[src/rtl/serial_reg_pkg.sv]
// shared constants and carrier types for the serial register write decoder
package serial_reg_pkg;

  // serial frame layout
  localparam int FRAME_BITS = 16;
  localparam int CNT_W = 5;
  localparam logic [CNT_W-1:0] LAST_BIT = 5'h0f;
  localparam logic [CNT_W-1:0] FRAME_DONE = 5'h10;
  localparam int WE_POS = 15;
  localparam int SEL_HI_POS = 14;
  localparam int SEL_LO_POS = 13;
  localparam int MAIN_MSB = 12;
  localparam int MAIN_LSB = 1;
  localparam int NARROW_MSB = 12;
  localparam int NARROW_LSB = 5;
  // idle levels of the pins {data, select, clock}; the clock idles high
  localparam logic [2:0] PIN_IDLE = 3'h3;

  // register widths and power-up values
  localparam int MAIN_W = 12;
  localparam int NARROW_W = 8;
  localparam logic [MAIN_W-1:0] MAIN_RST = 12'h000;
  localparam logic [NARROW_W-1:0] NARROW_RST = 8'h00;

  // target select codes
  localparam logic [1:0] SEL_MAIN = 2'h0;
  localparam logic [1:0] SEL_RANGE1 = 2'h1;
  localparam logic [1:0] SEL_RANGE2 = 2'h2;
  localparam logic [1:0] SEL_SEQ = 2'h3;

  // fields of the main control register used by the output coder and the status word
  localparam int CODING_POS = 4;
  localparam int MODE0_POS = 7;

  // output coding
  localparam int SAMPLE_W = 13;
  localparam logic [SAMPLE_W-1:0] PSEUDO_OFFSET = 13'h1000;

  // avalon slave map, byte addresses
  localparam int AV_ADDR_W = 5;
  localparam logic [AV_ADDR_W-1:0] OFS_CTRL = 5'h00;
  localparam logic [AV_ADDR_W-1:0] OFS_STATUS = 5'h04;
  localparam logic [AV_ADDR_W-1:0] OFS_MAIN = 5'h08;
  localparam logic [AV_ADDR_W-1:0] OFS_RANGE1 = 5'h0c;
  localparam logic [AV_ADDR_W-1:0] OFS_RANGE2 = 5'h10;
  localparam logic [AV_ADDR_W-1:0] OFS_SEQ = 5'h14;
  localparam logic [AV_ADDR_W-1:0] OFS_SAMPLE = 5'h18;
  localparam logic [AV_ADDR_W-1:0] OFS_CODE = 5'h1c;

  // software control bits
  localparam int CTL_ENABLE = 0;
  localparam int CTL_CLEAR = 1;
  localparam logic CTL_ENABLE_RST = 1'b1;
  localparam int STAT_CNT_W = 8;

  // avalon request bundle
  typedef struct packed {
    logic read;
    logic write;
    logic [AV_ADDR_W-1:0] address;
    logic [31:0] writeData;
    logic [3:0] byteEnable;
  } av_req_t;

  // the four configuration registers
  typedef struct packed {
    logic [MAIN_W-1:0] mainCtrl;
    logic [NARROW_W-1:0] range1;
    logic [NARROW_W-1:0] range2;
    logic [NARROW_W-1:0] seq;
  } cfg_t;

endpackage

[src/rtl/sync_2ff.sv]
// two flip-flop synchroniser for a bundle of pin levels
`timescale 1ns/1ns
`default_nettype none
module sync_2ff #(
  parameter int WIDTH = 3,
  parameter logic [WIDTH-1:0] INIT = '0
) (
  // clock and reset
  input wire logic clk,
  input wire logic rstn,
  // asynchronous levels in, synchronised levels out
  input wire logic [WIDTH-1:0] async,
  output logic [WIDTH-1:0] sync
);

  logic [WIDTH-1:0] meta_r;

  // first stage feeds only the second stage
  always_ff @(posedge clk) begin
    if (!rstn) begin
      meta_r <= INIT;
      sync <= INIT;
    end else begin
      meta_r <= async;
      sync <= meta_r;
    end
  end

endmodule
`default_nettype wire

[src/rtl/pseudo_diff_coder.sv]
// result coder: twos complement or straight binary from a level above ground
`timescale 1ns/1ns
`default_nettype none
module pseudo_diff_coder
  import serial_reg_pkg::*;
(
  // clock and reset
  input wire logic clk,
  input wire logic rstn,
  // level above pseudo ground, 0 is ground, all ones is full amplitude
  input wire logic [SAMPLE_W-1:0] level,
  input wire logic straightBin,
  // coded result
  output logic [SAMPLE_W-1:0] code
);

  logic [SAMPLE_W-1:0] twosComp;

  // ground maps to the most negative code, full scale to the most positive
  assign twosComp = level - PSEUDO_OFFSET;

  // register the coded result
  always_ff @(posedge clk) begin
    if (!rstn) begin
      code <= '0;
    end else begin
      code <= straightBin ? level : twosComp;
    end
  end

endmodule
`default_nettype wire

[src/rtl/serial_register_write_decoder.sv]
// serial frame decoder that loads four configuration registers, write-only over the link and read back over avalon
`timescale 1ns/1ns
`default_nettype none
// Function
// - four configuration registers, not readable over link
// - a frame is sixteen serial clocks, later clocks dropped
// - first bits: write enable, upper, lower select
// - write enable low: frame ignored, nothing changes; the code still counts the frame in ignCnt_r
// - write enable high: load into selected register
// - select 00 loads twelve bits into main
// - select 01 loads eight bits into range1
// - select 10 loads eight bits into range2
// - select 11 loads eight bits into sequence
// - pseudo ground codes -4096, full amplitude +4095
// - main register twelve bits, configures next conversion
// - main register clears to zero at power-up
module serial_register_write_decoder
  import serial_reg_pkg::*;
(
  // clock and reset
  input wire logic ref_clk,
  input wire logic rstn,
  // serial link pins, from outside this clock domain
  input wire logic linkClk,
  input wire logic linkSelN,
  input wire logic linkData,
  // avalon-mm slave
  input wire av_req_t avReq,
  output logic [31:0] avReadData,
  output logic avWaitRequest,
  // configuration towards the converter
  output cfg_t cfgOut,
  // conversion result coding
  input wire logic [SAMPLE_W-1:0] convLevel,
  output logic [SAMPLE_W-1:0] convCode
);

  // synchronised pins
  logic [2:0] pinSync;
  logic clkS;
  logic selNS;
  logic dataS;
  logic clkD_r;
  logic clkFall;

  // frame state
  logic [FRAME_BITS-1:0] shift_r;
  logic [CNT_W-1:0] bitCnt_r;
  logic [FRAME_BITS-1:0] frameWord;
  logic lastBit;
  logic frameDone;
  logic frameShort;
  logic wrEnBit;
  logic [1:0] selBits;
  logic doWrite;
  logic doIgnore;
  logic bitTake;
  logic [CNT_W-1:0] bitCnt_nxt;

  // configuration registers
  cfg_t cfg_r;
  cfg_t cfg_nxt;

  // software side state
  logic enable_r;
  logic [STAT_CNT_W-1:0] wrCnt_r;
  logic [STAT_CNT_W-1:0] ignCnt_r;
  logic [STAT_CNT_W-1:0] shortCnt_r;
  logic [STAT_CNT_W-1:0] wrCnt_nxt;
  logic [STAT_CNT_W-1:0] ignCnt_nxt;
  logic [STAT_CNT_W-1:0] shortCnt_nxt;
  logic [1:0] lastSel_r;
  logic [SAMPLE_W-1:0] level_r;
  logic [SAMPLE_W-1:0] codeOut;

  // bus decode
  logic avReq_w;
  logic avAccept;
  logic avWr;
  logic hitCtrl;
  logic hitSample;
  logic clearCnt;
  logic [31:0] statusWord;
  logic [31:0] rdMux;
  logic pseudoMode;
  logic ctrlLane0;
  logic rdCapture;
  logic avWait_nxt;
  logic frameBusy;

  // pins pass two flip-flops before anything reads them
  sync_2ff #(
    .WIDTH(3),
    .INIT(PIN_IDLE)
  ) u_pin_sync (
    .clk(ref_clk),
    .rstn(rstn),
    .async({linkData, linkSelN, linkClk}),
    .sync(pinSync)
  );

  assign clkS = pinSync[0];
  assign selNS = pinSync[1];
  assign dataS = pinSync[2];

  // previous serial clock level for edge detection
  always_ff @(posedge ref_clk) begin
    if (!rstn) begin
      clkD_r <= PIN_IDLE[0]; // idle high, so no false edge after reset
    end else begin
      clkD_r <= clkS;
    end
  end

  // a bit is taken on each falling serial edge while select is low
  assign clkFall = clkD_r & ~clkS & ~selNS;

  // frame decode from the shifted word
  assign frameWord = {shift_r[FRAME_BITS-2:0], dataS};
  assign lastBit = clkFall && (bitCnt_r == LAST_BIT);
  assign frameDone = lastBit && enable_r;
  assign wrEnBit = frameWord[WE_POS];
  assign selBits = {frameWord[SEL_HI_POS], frameWord[SEL_LO_POS]};
  assign doWrite = frameDone && wrEnBit;
  assign doIgnore = frameDone && !wrEnBit;
  assign frameShort = selNS && (bitCnt_r != '0) && (bitCnt_r != FRAME_DONE);

  // a bit counts only until sixteen have been taken
  assign bitTake = clkFall && (bitCnt_r != FRAME_DONE);
  assign bitCnt_nxt = bitCnt_r + 1'b1;

  // bit counter and shifter; extra clocks after sixteen are dropped
  always_ff @(posedge ref_clk) begin
    if (!rstn) begin
      bitCnt_r <= '0;
      shift_r <= '0;
    end else if (selNS) begin
      bitCnt_r <= '0;
    end else if (bitTake) begin
      bitCnt_r <= bitCnt_nxt;
      shift_r <= frameWord;
    end
  end

  // next value of the configuration registers
  always_comb begin
    cfg_nxt = cfg_r;
    if (doWrite) begin
      unique case (selBits)
        SEL_MAIN: begin
          cfg_nxt.mainCtrl = frameWord[MAIN_MSB:MAIN_LSB];
        end
        SEL_RANGE1: begin
          cfg_nxt.range1 = frameWord[NARROW_MSB:NARROW_LSB];
        end
        SEL_RANGE2: begin
          cfg_nxt.range2 = frameWord[NARROW_MSB:NARROW_LSB];
        end
        SEL_SEQ: begin
          cfg_nxt.seq = frameWord[NARROW_MSB:NARROW_LSB];
        end
      endcase
    end
  end

  // configuration registers, cleared at power-up
  always_ff @(posedge ref_clk) begin
    if (!rstn) begin
      cfg_r.mainCtrl <= MAIN_RST;
      cfg_r.range1 <= NARROW_RST;
      cfg_r.range2 <= NARROW_RST;
      cfg_r.seq <= NARROW_RST;
    end else begin
      cfg_r <= cfg_nxt;
    end
  end

  // configuration drives the converter straight from flops
  assign cfgOut = cfg_r;

  // avalon decode
  assign avReq_w = avReq.read | avReq.write;
  assign avAccept = avReq_w & ~avWaitRequest;
  assign avWr = avAccept & avReq.write;
  assign hitCtrl = avWr && (avReq.address == OFS_CTRL);
  assign hitSample = avWr && (avReq.address == OFS_SAMPLE);
  assign ctrlLane0 = hitCtrl && avReq.byteEnable[0];
  assign clearCnt = ctrlLane0 && avReq.writeData[CTL_CLEAR];
  assign rdCapture = avReq.read && avWaitRequest;
  assign avWait_nxt = !(avReq_w && avWaitRequest);

  // waitrequest drops for one cycle per request
  always_ff @(posedge ref_clk) begin
    if (!rstn) begin
      avWaitRequest <= 1'b1;
    end else begin
      avWaitRequest <= avWait_nxt;
    end
  end

  // read data is captured in the cycle that waitrequest drops
  always_ff @(posedge ref_clk) begin
    if (!rstn) begin
      avReadData <= '0;
    end else if (rdCapture) begin
      avReadData <= rdMux;
    end
  end

  // software enable; when low whole frames are dropped
  always_ff @(posedge ref_clk) begin
    if (!rstn) begin
      enable_r <= CTL_ENABLE_RST;
    end else if (ctrlLane0) begin
      enable_r <= avReq.writeData[CTL_ENABLE];
    end
  end

  // counter next values; an event in the clearing cycle still counts
  assign wrCnt_nxt = (clearCnt ? '0 : wrCnt_r) + STAT_CNT_W'(doWrite);
  assign ignCnt_nxt = (clearCnt ? '0 : ignCnt_r) + STAT_CNT_W'(doIgnore);
  assign shortCnt_nxt = (clearCnt ? '0 : shortCnt_r)
                        + STAT_CNT_W'(frameShort);

  // frame counters
  always_ff @(posedge ref_clk) begin
    if (!rstn) begin
      wrCnt_r <= '0;
      ignCnt_r <= '0;
      shortCnt_r <= '0;
    end else begin
      wrCnt_r <= wrCnt_nxt;
      ignCnt_r <= ignCnt_nxt;
      shortCnt_r <= shortCnt_nxt;
    end
  end

  // last accepted select pattern
  always_ff @(posedge ref_clk) begin
    if (!rstn) begin
      lastSel_r <= SEL_MAIN;
    end else if (doWrite) begin
      lastSel_r <= selBits;
    end
  end

  // level to code, written by software
  always_ff @(posedge ref_clk) begin
    if (!rstn) begin
      level_r <= '0;
    end else if (hitSample) begin
      if (avReq.byteEnable[0]) begin
        level_r[7:0] <= avReq.writeData[7:0];
      end
      if (avReq.byteEnable[1]) begin
        level_r[SAMPLE_W-1:8] <= avReq.writeData[SAMPLE_W-1:8];
      end
    end
  end

  // coding follows the main register; pseudo mode only reported
  assign pseudoMode = cfg_r.mainCtrl[MODE0_POS];

  pseudo_diff_coder u_coder (
    .clk(ref_clk),
    .rstn(rstn),
    .level(convLevel),
    .straightBin(cfg_r.mainCtrl[CODING_POS]),
    .code(convCode)
  );

  pseudo_diff_coder u_sw_coder (
    .clk(ref_clk),
    .rstn(rstn),
    .level(level_r),
    .straightBin(cfg_r.mainCtrl[CODING_POS]),
    .code(codeOut)
  );

  // status word
  assign frameBusy = (bitCnt_r != '0);
  assign statusWord = {4'h0, pseudoMode, frameBusy, lastSel_r,
                       shortCnt_r, ignCnt_r, wrCnt_r};

  // read multiplexer; unmapped offsets read zero
  always_comb begin
    rdMux = '0;
    unique case (avReq.address)
      OFS_CTRL: rdMux = {31'h0000_0000, enable_r};
      OFS_STATUS: rdMux = statusWord;
      OFS_MAIN: rdMux = {20'h0_0000, cfg_r.mainCtrl};
      OFS_RANGE1: rdMux = {24'h00_0000, cfg_r.range1};
      OFS_RANGE2: rdMux = {24'h00_0000, cfg_r.range2};
      OFS_SEQ: rdMux = {24'h00_0000, cfg_r.seq};
      OFS_SAMPLE: rdMux = {19'h0_0000, level_r};
      OFS_CODE: rdMux = {19'h0_0000, codeOut};
      default: rdMux = '0;
    endcase
  end

endmodule
`default_nettype wire

[config.mk]
export PLATFORM = sky130hd
export DESIGN_NAME = serial_register_write_decoder
export DESIGN_NICKNAME = d
export VERILOG_FILES = /design/src/rtl/serial_reg_pkg.sv /design/src/rtl/sync_2ff.sv /design/src/rtl/pseudo_diff_coder.sv /design/src/rtl/serial_register_write_decoder.sv
export SDC_FILE = /design/constraint.sdc
export NUM_CORES = 1
export LEC_CHECK = 0
export BUFFER_PORTS_ARGS = -buffer_cell sky130_fd_sc_hd__buf_2
export CAP_MARGIN = 0
export CORE_MARGIN = 3
export CORE_UTILIZATION = 40
export CTS_CLUSTER_DIAMETER = 80
export CTS_CLUSTER_SIZE = 16
export DETAILED_ROUTE_END_ITERATION = 7
export GPL_TIMING_DRIVEN = 0
export PLACE_DENSITY_LB_ADDON = 0.2
export SLEW_MARGIN = 20
export SYNTH_ARGS = -nofsm -noshare
export SYNTH_HDL_FRONTEND = slang
export SYNTH_SLANG_ARGS = --single-unit
[constraint.sdc]
create_clock -name ref_clk -period 2.77 [get_ports ref_clk]
set_input_delay 0.1385 -clock ref_clk [delete_from_list [all_inputs] [get_ports ref_clk]]
set_output_delay 0.1385 -clock ref_clk [all_outputs]
set_load 0.01 [all_outputs]
# == Yosys cells after proc, flatten, opt, wreduce, memory -nomap -nowiden ==
# Index checks and enable logic that the tools add are counted.
# totals
regBits,162
latch_bits,0
mem_bits_rw,0
mem_bits_ro,0
input_bits,61
output_inout_bits,82
memories,0
# op_classes
add_sub_neg,6
n_mul,0
n_div,0
n_lt_le_gt_ge,0
n_eq_ne,12
shifts,0
n_mux,6
bitwise,9
reduce_logical,26
# op_table
operator,count
28-bit case mux with 8 select lines,1
13-bit 2-to-1 mux,2
13-bit subtractor (second input constant),2
8-bit by 1-bit adder with 8-bit output,3
8-bit 2-to-1 mux,3
5-bit equality test (second input constant),4
5-bit by 4-bit equality test with 1-bit output (second input constant),3
2-bit AND reduction,7
1-bit logical AND,13
5-bit by 1-bit adder with 5-bit output (second input constant),1
5-bit by 3-bit equality test with 1-bit output (second input constant),1
5-bit zero test,1
5-bit != test (second input constant),1
5-bit nonzero test,1
1-bit bitwise AND,4
2-bit equality test (second input constant),2
1-bit NOT,4
2-bit by 1-bit equality test with 1-bit output (second input constant),1
1-bit zero test,2
2-bit zero test,1
2-bit OR reduction,1
1-bit OR,1

# == Logic depth before layout (Yosys ltp) ==
# depth
ltp_word,8
ltp_mapped,11
depth_no_buf,10

# == By module ==
# Synthesis repeated with hierarchy kept, for this count alone.
# unflattened
cells_unflattened,671
area_unflattened_um2,6551.3
# modules_own_cells
mod,n_inst,cells_per_inst,area_per_inst_um2
serial_register_write_decoder,1,603,5650.4
pseudo_diff_coder,2,28,371.6
sync_2ff,1,12,157.7

# == Worst setup path after synthesis ==
# No wires, ideal clock.
# synth_timing
path_type,reg2reg
startpoint,register bitCnt_r[0]
endpoint,register wrCnt_r[6]
t_arrival_ns,2.070
required_ns,2.653
slack_ns,0.583
path_stages_with_launch,12
path_buffers,1
path_cell_list,dfxtp_1 -> ha_1 -> and3_1 -> ha_1 -> and3_1 -> and2_1 -> clkbuf_1 -> ha_1 -> ha_1 -> nand3_1 -> xor2_1 -> nor2_1
# synth_between
elab_chain_len,5
# synth_lines
item,line_no,source
start: declaration,serial_register_write_decoder.sv:48,logic [CNT_W-1:0] bitCnt_r;
start signal: assignment,serial_register_write_decoder.sv:140,bitCnt_r <= bitCnt_nxt;
5-bit by 4-bit equality test with 1-bit output,serial_register_write_decoder.sv:120,assign lastBit = clkFall && (bitCnt_r == LAST_BIT);
1-bit logical AND,serial_register_write_decoder.sv:120,
1-bit logical AND,serial_register_write_decoder.sv:121,assign frameDone = lastBit && enable_r;
1-bit logical AND,serial_register_write_decoder.sv:124,assign doWrite = frameDone && wrEnBit;
net doWrite,serial_register_write_decoder.sv:55,logic doWrite;
8-bit by 1-bit adder with 8-bit output,serial_register_write_decoder.sv:220,assign wrCnt_nxt = (clearCnt ? '0 : wrCnt_r) + STAT_CNT_W'(doWrite);
end signal: assignment,serial_register_write_decoder.sv:232,wrCnt_r <= wrCnt_nxt;
end: declaration,serial_register_write_decoder.sv:66,logic [STAT_CNT_W-1:0] wrCnt_r;
# The timed path passes the listed nets, and every way through them passes these cells.
# A chain may end at the register's enable or synchronous reset.

# == Worst setup path in the final report ==
# Ends and elaborated chain as after synthesis.

==> key figures <==
Power
  – Leak Pwr: 3.33 nW
  – PwrDens: 610 mW/mm2
  – Power, Total: 5.05 mW
  – VDD IR max: 0.434 mV

Yosys
  – Ys flop type: dfxtp_1
  – Avg Cell Area, Syn: 9.57 um2
  – Most common cell in the netlist: dfxtp_1
  – Seq/Total Area, Yosys: 48.4%
  – Top cells by area, synth: dfxtp_1 (48%), mux2i_1 (8.0%), nand3_1 (5.3%), and2_1 (4.4%), nor2b_1 (3.2%)
  – Syn Std Cell Area: 0.00653 mm2
  – Share of the synthesized area in the top cell type: 48.4%
  – Ys async rst share: 0%
  – Leading area contributor after synthesis: dfxtp_1
  – Synth Warn #: 0
  – Cells after Synth: 682
  – Flops & latches, synth: 158
  – Unique cell type count in the Yosys netlist: 52
  – Post-synth EDFFs: 0
  – Synth cell count leaders: dfxtp_1 (158), nand3_1 (69), mux2i_1 (52)

Clock network
  – Cts bufs inserted: 17
  – Skew-Pair Late Insertion Delay: 0.42 ns
  – TritonCTS Sinks: 158
  – Clk slew on worst S/H paths: 0.06 ns
  – CTS tree: built
  – Clock Path Buffers: 2
  – Root Buffer: clkbuf_16
  – H-tree Lvls: 4

Timing
  – Hold WS: 0.00589 ns
  – FMAX: 0.416 GHz
  – Layout Skew: 0.00591 ns
  – Final worst path period share: 86.8%
  – Final setup viols: 0
  – RSZ-0062 raised after global routing: no
  – Tmin final: 2.41 ns
  – Final hold violations: 0
  – Slew Limit Fails: 0
  – Slew margin rel.: 39.9%
  – Slew @ Worst Pin: 0.879 ns
  – Final worst setup slack: 0.364 ns
  – Setup_tns: 0 ns

Routing
  – Detailed-route wire length: 18500 um
  – Post-DR wirelength/cell: 17.2 um
  – TritonRoute pass-1 iters: 5
  – Vias post-DR: 5574
  – Detail Route Antenna Nets: 0
  – Number of vias per cell: 5.19
  – DRC errors left: 0
  – Initial DRC Count: 434

Global route
  – Grt met1 use: 26.8%
  – Largest net degree at the start of global routing: 17
  – First-pass GRT wire length: 28900 um
  – Global routing usage on met2: 33.8%
  – Most used routing layer: met2
  – Vias in the first global route: 5445
  – GRT overflow: 0
  – Initial antenna violation count: 0
  – Gr usage total: 20.6%
  – Met3 Use GR: 4.88%

Cells and area
  – Layout cells sized above 1: 22.3%
  – Final antenna diode count: 0
  – Fillers: 1462
  – Post-Layout Cell Count: 1074
  – Fin nets: 918
  – Synth-to-layout area growth: 26.7%
  – Design Area, Final: 0.00827 mm2
  – Final core occ: 51.9%

Floorplanning
  – Die width: 134 um
  – Io pins: 143
  – Die Area: 0.0179 mm2
  – CORE AREA: 0.0159 mm2
  – Initial Util: 41.0%
  – Row count: 46
  – Die height: 134 um

Flow run
  – MaxCap Viol Count: 0

Placed design
  – GPL Wtd Cong: 0.907
  – Detailed placement HPWL: 13700 um
  – Cells after DPL: 1017
  – Worst slack at placement: 0.405 ns
  – IO Port Bufs: 116
  – Placed cell area: 0.00739 mm2

Worst setup path
  – CP startpoint kind: register
  – FF-to-FF setup slack: 0.36 ns
  – CP required: 3.08 ns
  – CP arrival: 2.71 ns
  – R2r startpoint: bitCnt_r[0]$_SDFFE_PP0P_
  – Worst-path maximum fanout: 5
  – CP Capture Type: register
  – Reg2reg end: wrCnt_r[6]$_SDFF_PN0_
  – CP Class: reg2reg
  – R2R cell count: 11

Min path
  – Hold path cells: 3
  – Hold EP: enable_r$_SDFFE_PN1N_
  – Hold Path Class: in2reg
  – Worst min-delay path startpoint: avReq[4]

Outcome
  – Status: complete, no violations
[routing by layer]
layer,share of wire (%),routed length [um]
met3,7.3,1360
met5,0,0
met1,45,8230
met2,46,8560
met4,1.6,304
[cells by family (layout without fill, tap and decap cells)]
| kind of cell | count (synthesis) | count (layout) | synth area share [%] |
|---|---|---|---|
| adder cells (fa/ha/maj) | 12 | 12 | 2.30 |
| other | 1 | 4 | 0.0574 |
| buffers and inverters | 60 | 233 | 4.29 |
| AND/OR/NAND/NOR | 278 | 278 | 23.6 |
| AO/OA/AOI/OAI | 101 | 101 | 10.6 |
| flip-flops | 158 | 158 | 48.4 |
| XOR/XNOR | 19 | 19 | 2.55 |
| multiplexers | 53 | 53 | 8.14 |
[worst max-delay path by stage]
stage	startpoint	slack, ns	end	cells past startpoint
floorplan	bitCnt_r[0]$_SDFFE_PP0P_	0.58	wrCnt_r[6]$_SDFF_PN0_	11
global placement	bitCnt_r[0]$_SDFFE_PP0P_	0.45	wrCnt_r[6]$_SDFF_PN0_	11
detailed placement	bitCnt_r[0]$_SDFFE_PP0P_	0.40	wrCnt_r[6]$_SDFF_PN0_	11
CTS	bitCnt_r[0]$_SDFFE_PP0P_	0.37	wrCnt_r[6]$_SDFF_PN0_	11
global route	bitCnt_r[0]$_SDFFE_PP0P_	0.19	wrCnt_r[6]$_SDFF_PN0_	11
finish	bitCnt_r[0]$_SDFFE_PP0P_	0.36	wrCnt_r[6]$_SDFF_PN0_	11
[final cells by class]
| type | count | area (um2) | share of cell area, % |
|---|---|---|---|
| plain buffers | 49 | 239 | 2.89 |
| well taps | 216 | 270 | 3.27 |
| repair buffers | 141 | 831 | 10.0 |
| clock inverters | 12 | 191 | 2.31 |
| inverters | 11 | 41.3 | 0.499 |
| clock buffers | 20 | 437 | 5.28 |
| flip-flops and latches | 158 | 3160 | 38.2 |
| multi-input cells | 467 | 3100 | 37.5 |
[flip-flops by register name, summed over array words and instances (netlist names)]
| signal | count |
|---|---|
| wrCnt_r | 8 |
| enable_r | 1 |
| avReadData | 28 |
| clkD_r | 1 |
| cfgOut | 36 |
| ignCnt_r | 8 |
| bitCnt_r | 5 |
| lastSel_r | 2 |
| shortCnt_r | 8 |
| shift_r | 15 |
| u_coder.code | 13 |
| avWaitRequest | 1 |
| level_r | 13 |
| u_pin_sync.sync | 3 |
| u_sw_coder.code | 13 |
| u_pin_sync.meta_r | 3 |
[critical path, cell delays in order, from the launching register on]
cell and delay, ns:
dfxtp_1 0.35, ha_1 0.24, and3_1 0.19, ha_1 0.20, and3_1 0.23, and2_1 0.16, clkbuf_1 0.15, ha_1 0.23
ha_1 0.22, nand3_1 0.11, xor2_1 0.16, nor2_1 0.06
[report_power, final]
part | switching (mW) | total [mW] | internal (mW)
Sequential | 0.00613 | 2.30 | 2.29
Combinational | 0.132 | 0.232 | 0.0993
Clock | 0.925 | 2.52 | 1.59
Total | 1.06 | 5.05 | 3.98
[placed cells by master, fill, tap and decap left out, types with 16 or more instances in the layout]
master and count:
and2_1 46, buf_2 127, clkbuf_1 26, clkbuf_16 17, dfxtp_1 158, dlygate4sd3_1 25
mux2i_1 52, nand2_1 47, nand3_1 69, nor2_1 27, nor2b_1 33, o21ai_0 36
xor2_1 16
[repair_timing]
item	CTS	global route
setup buffers	0	0
endpoints found under the hold margin	24	0
hold buffers	25	0
resized for setup	0	0
(Power assumes the default switching activity.)
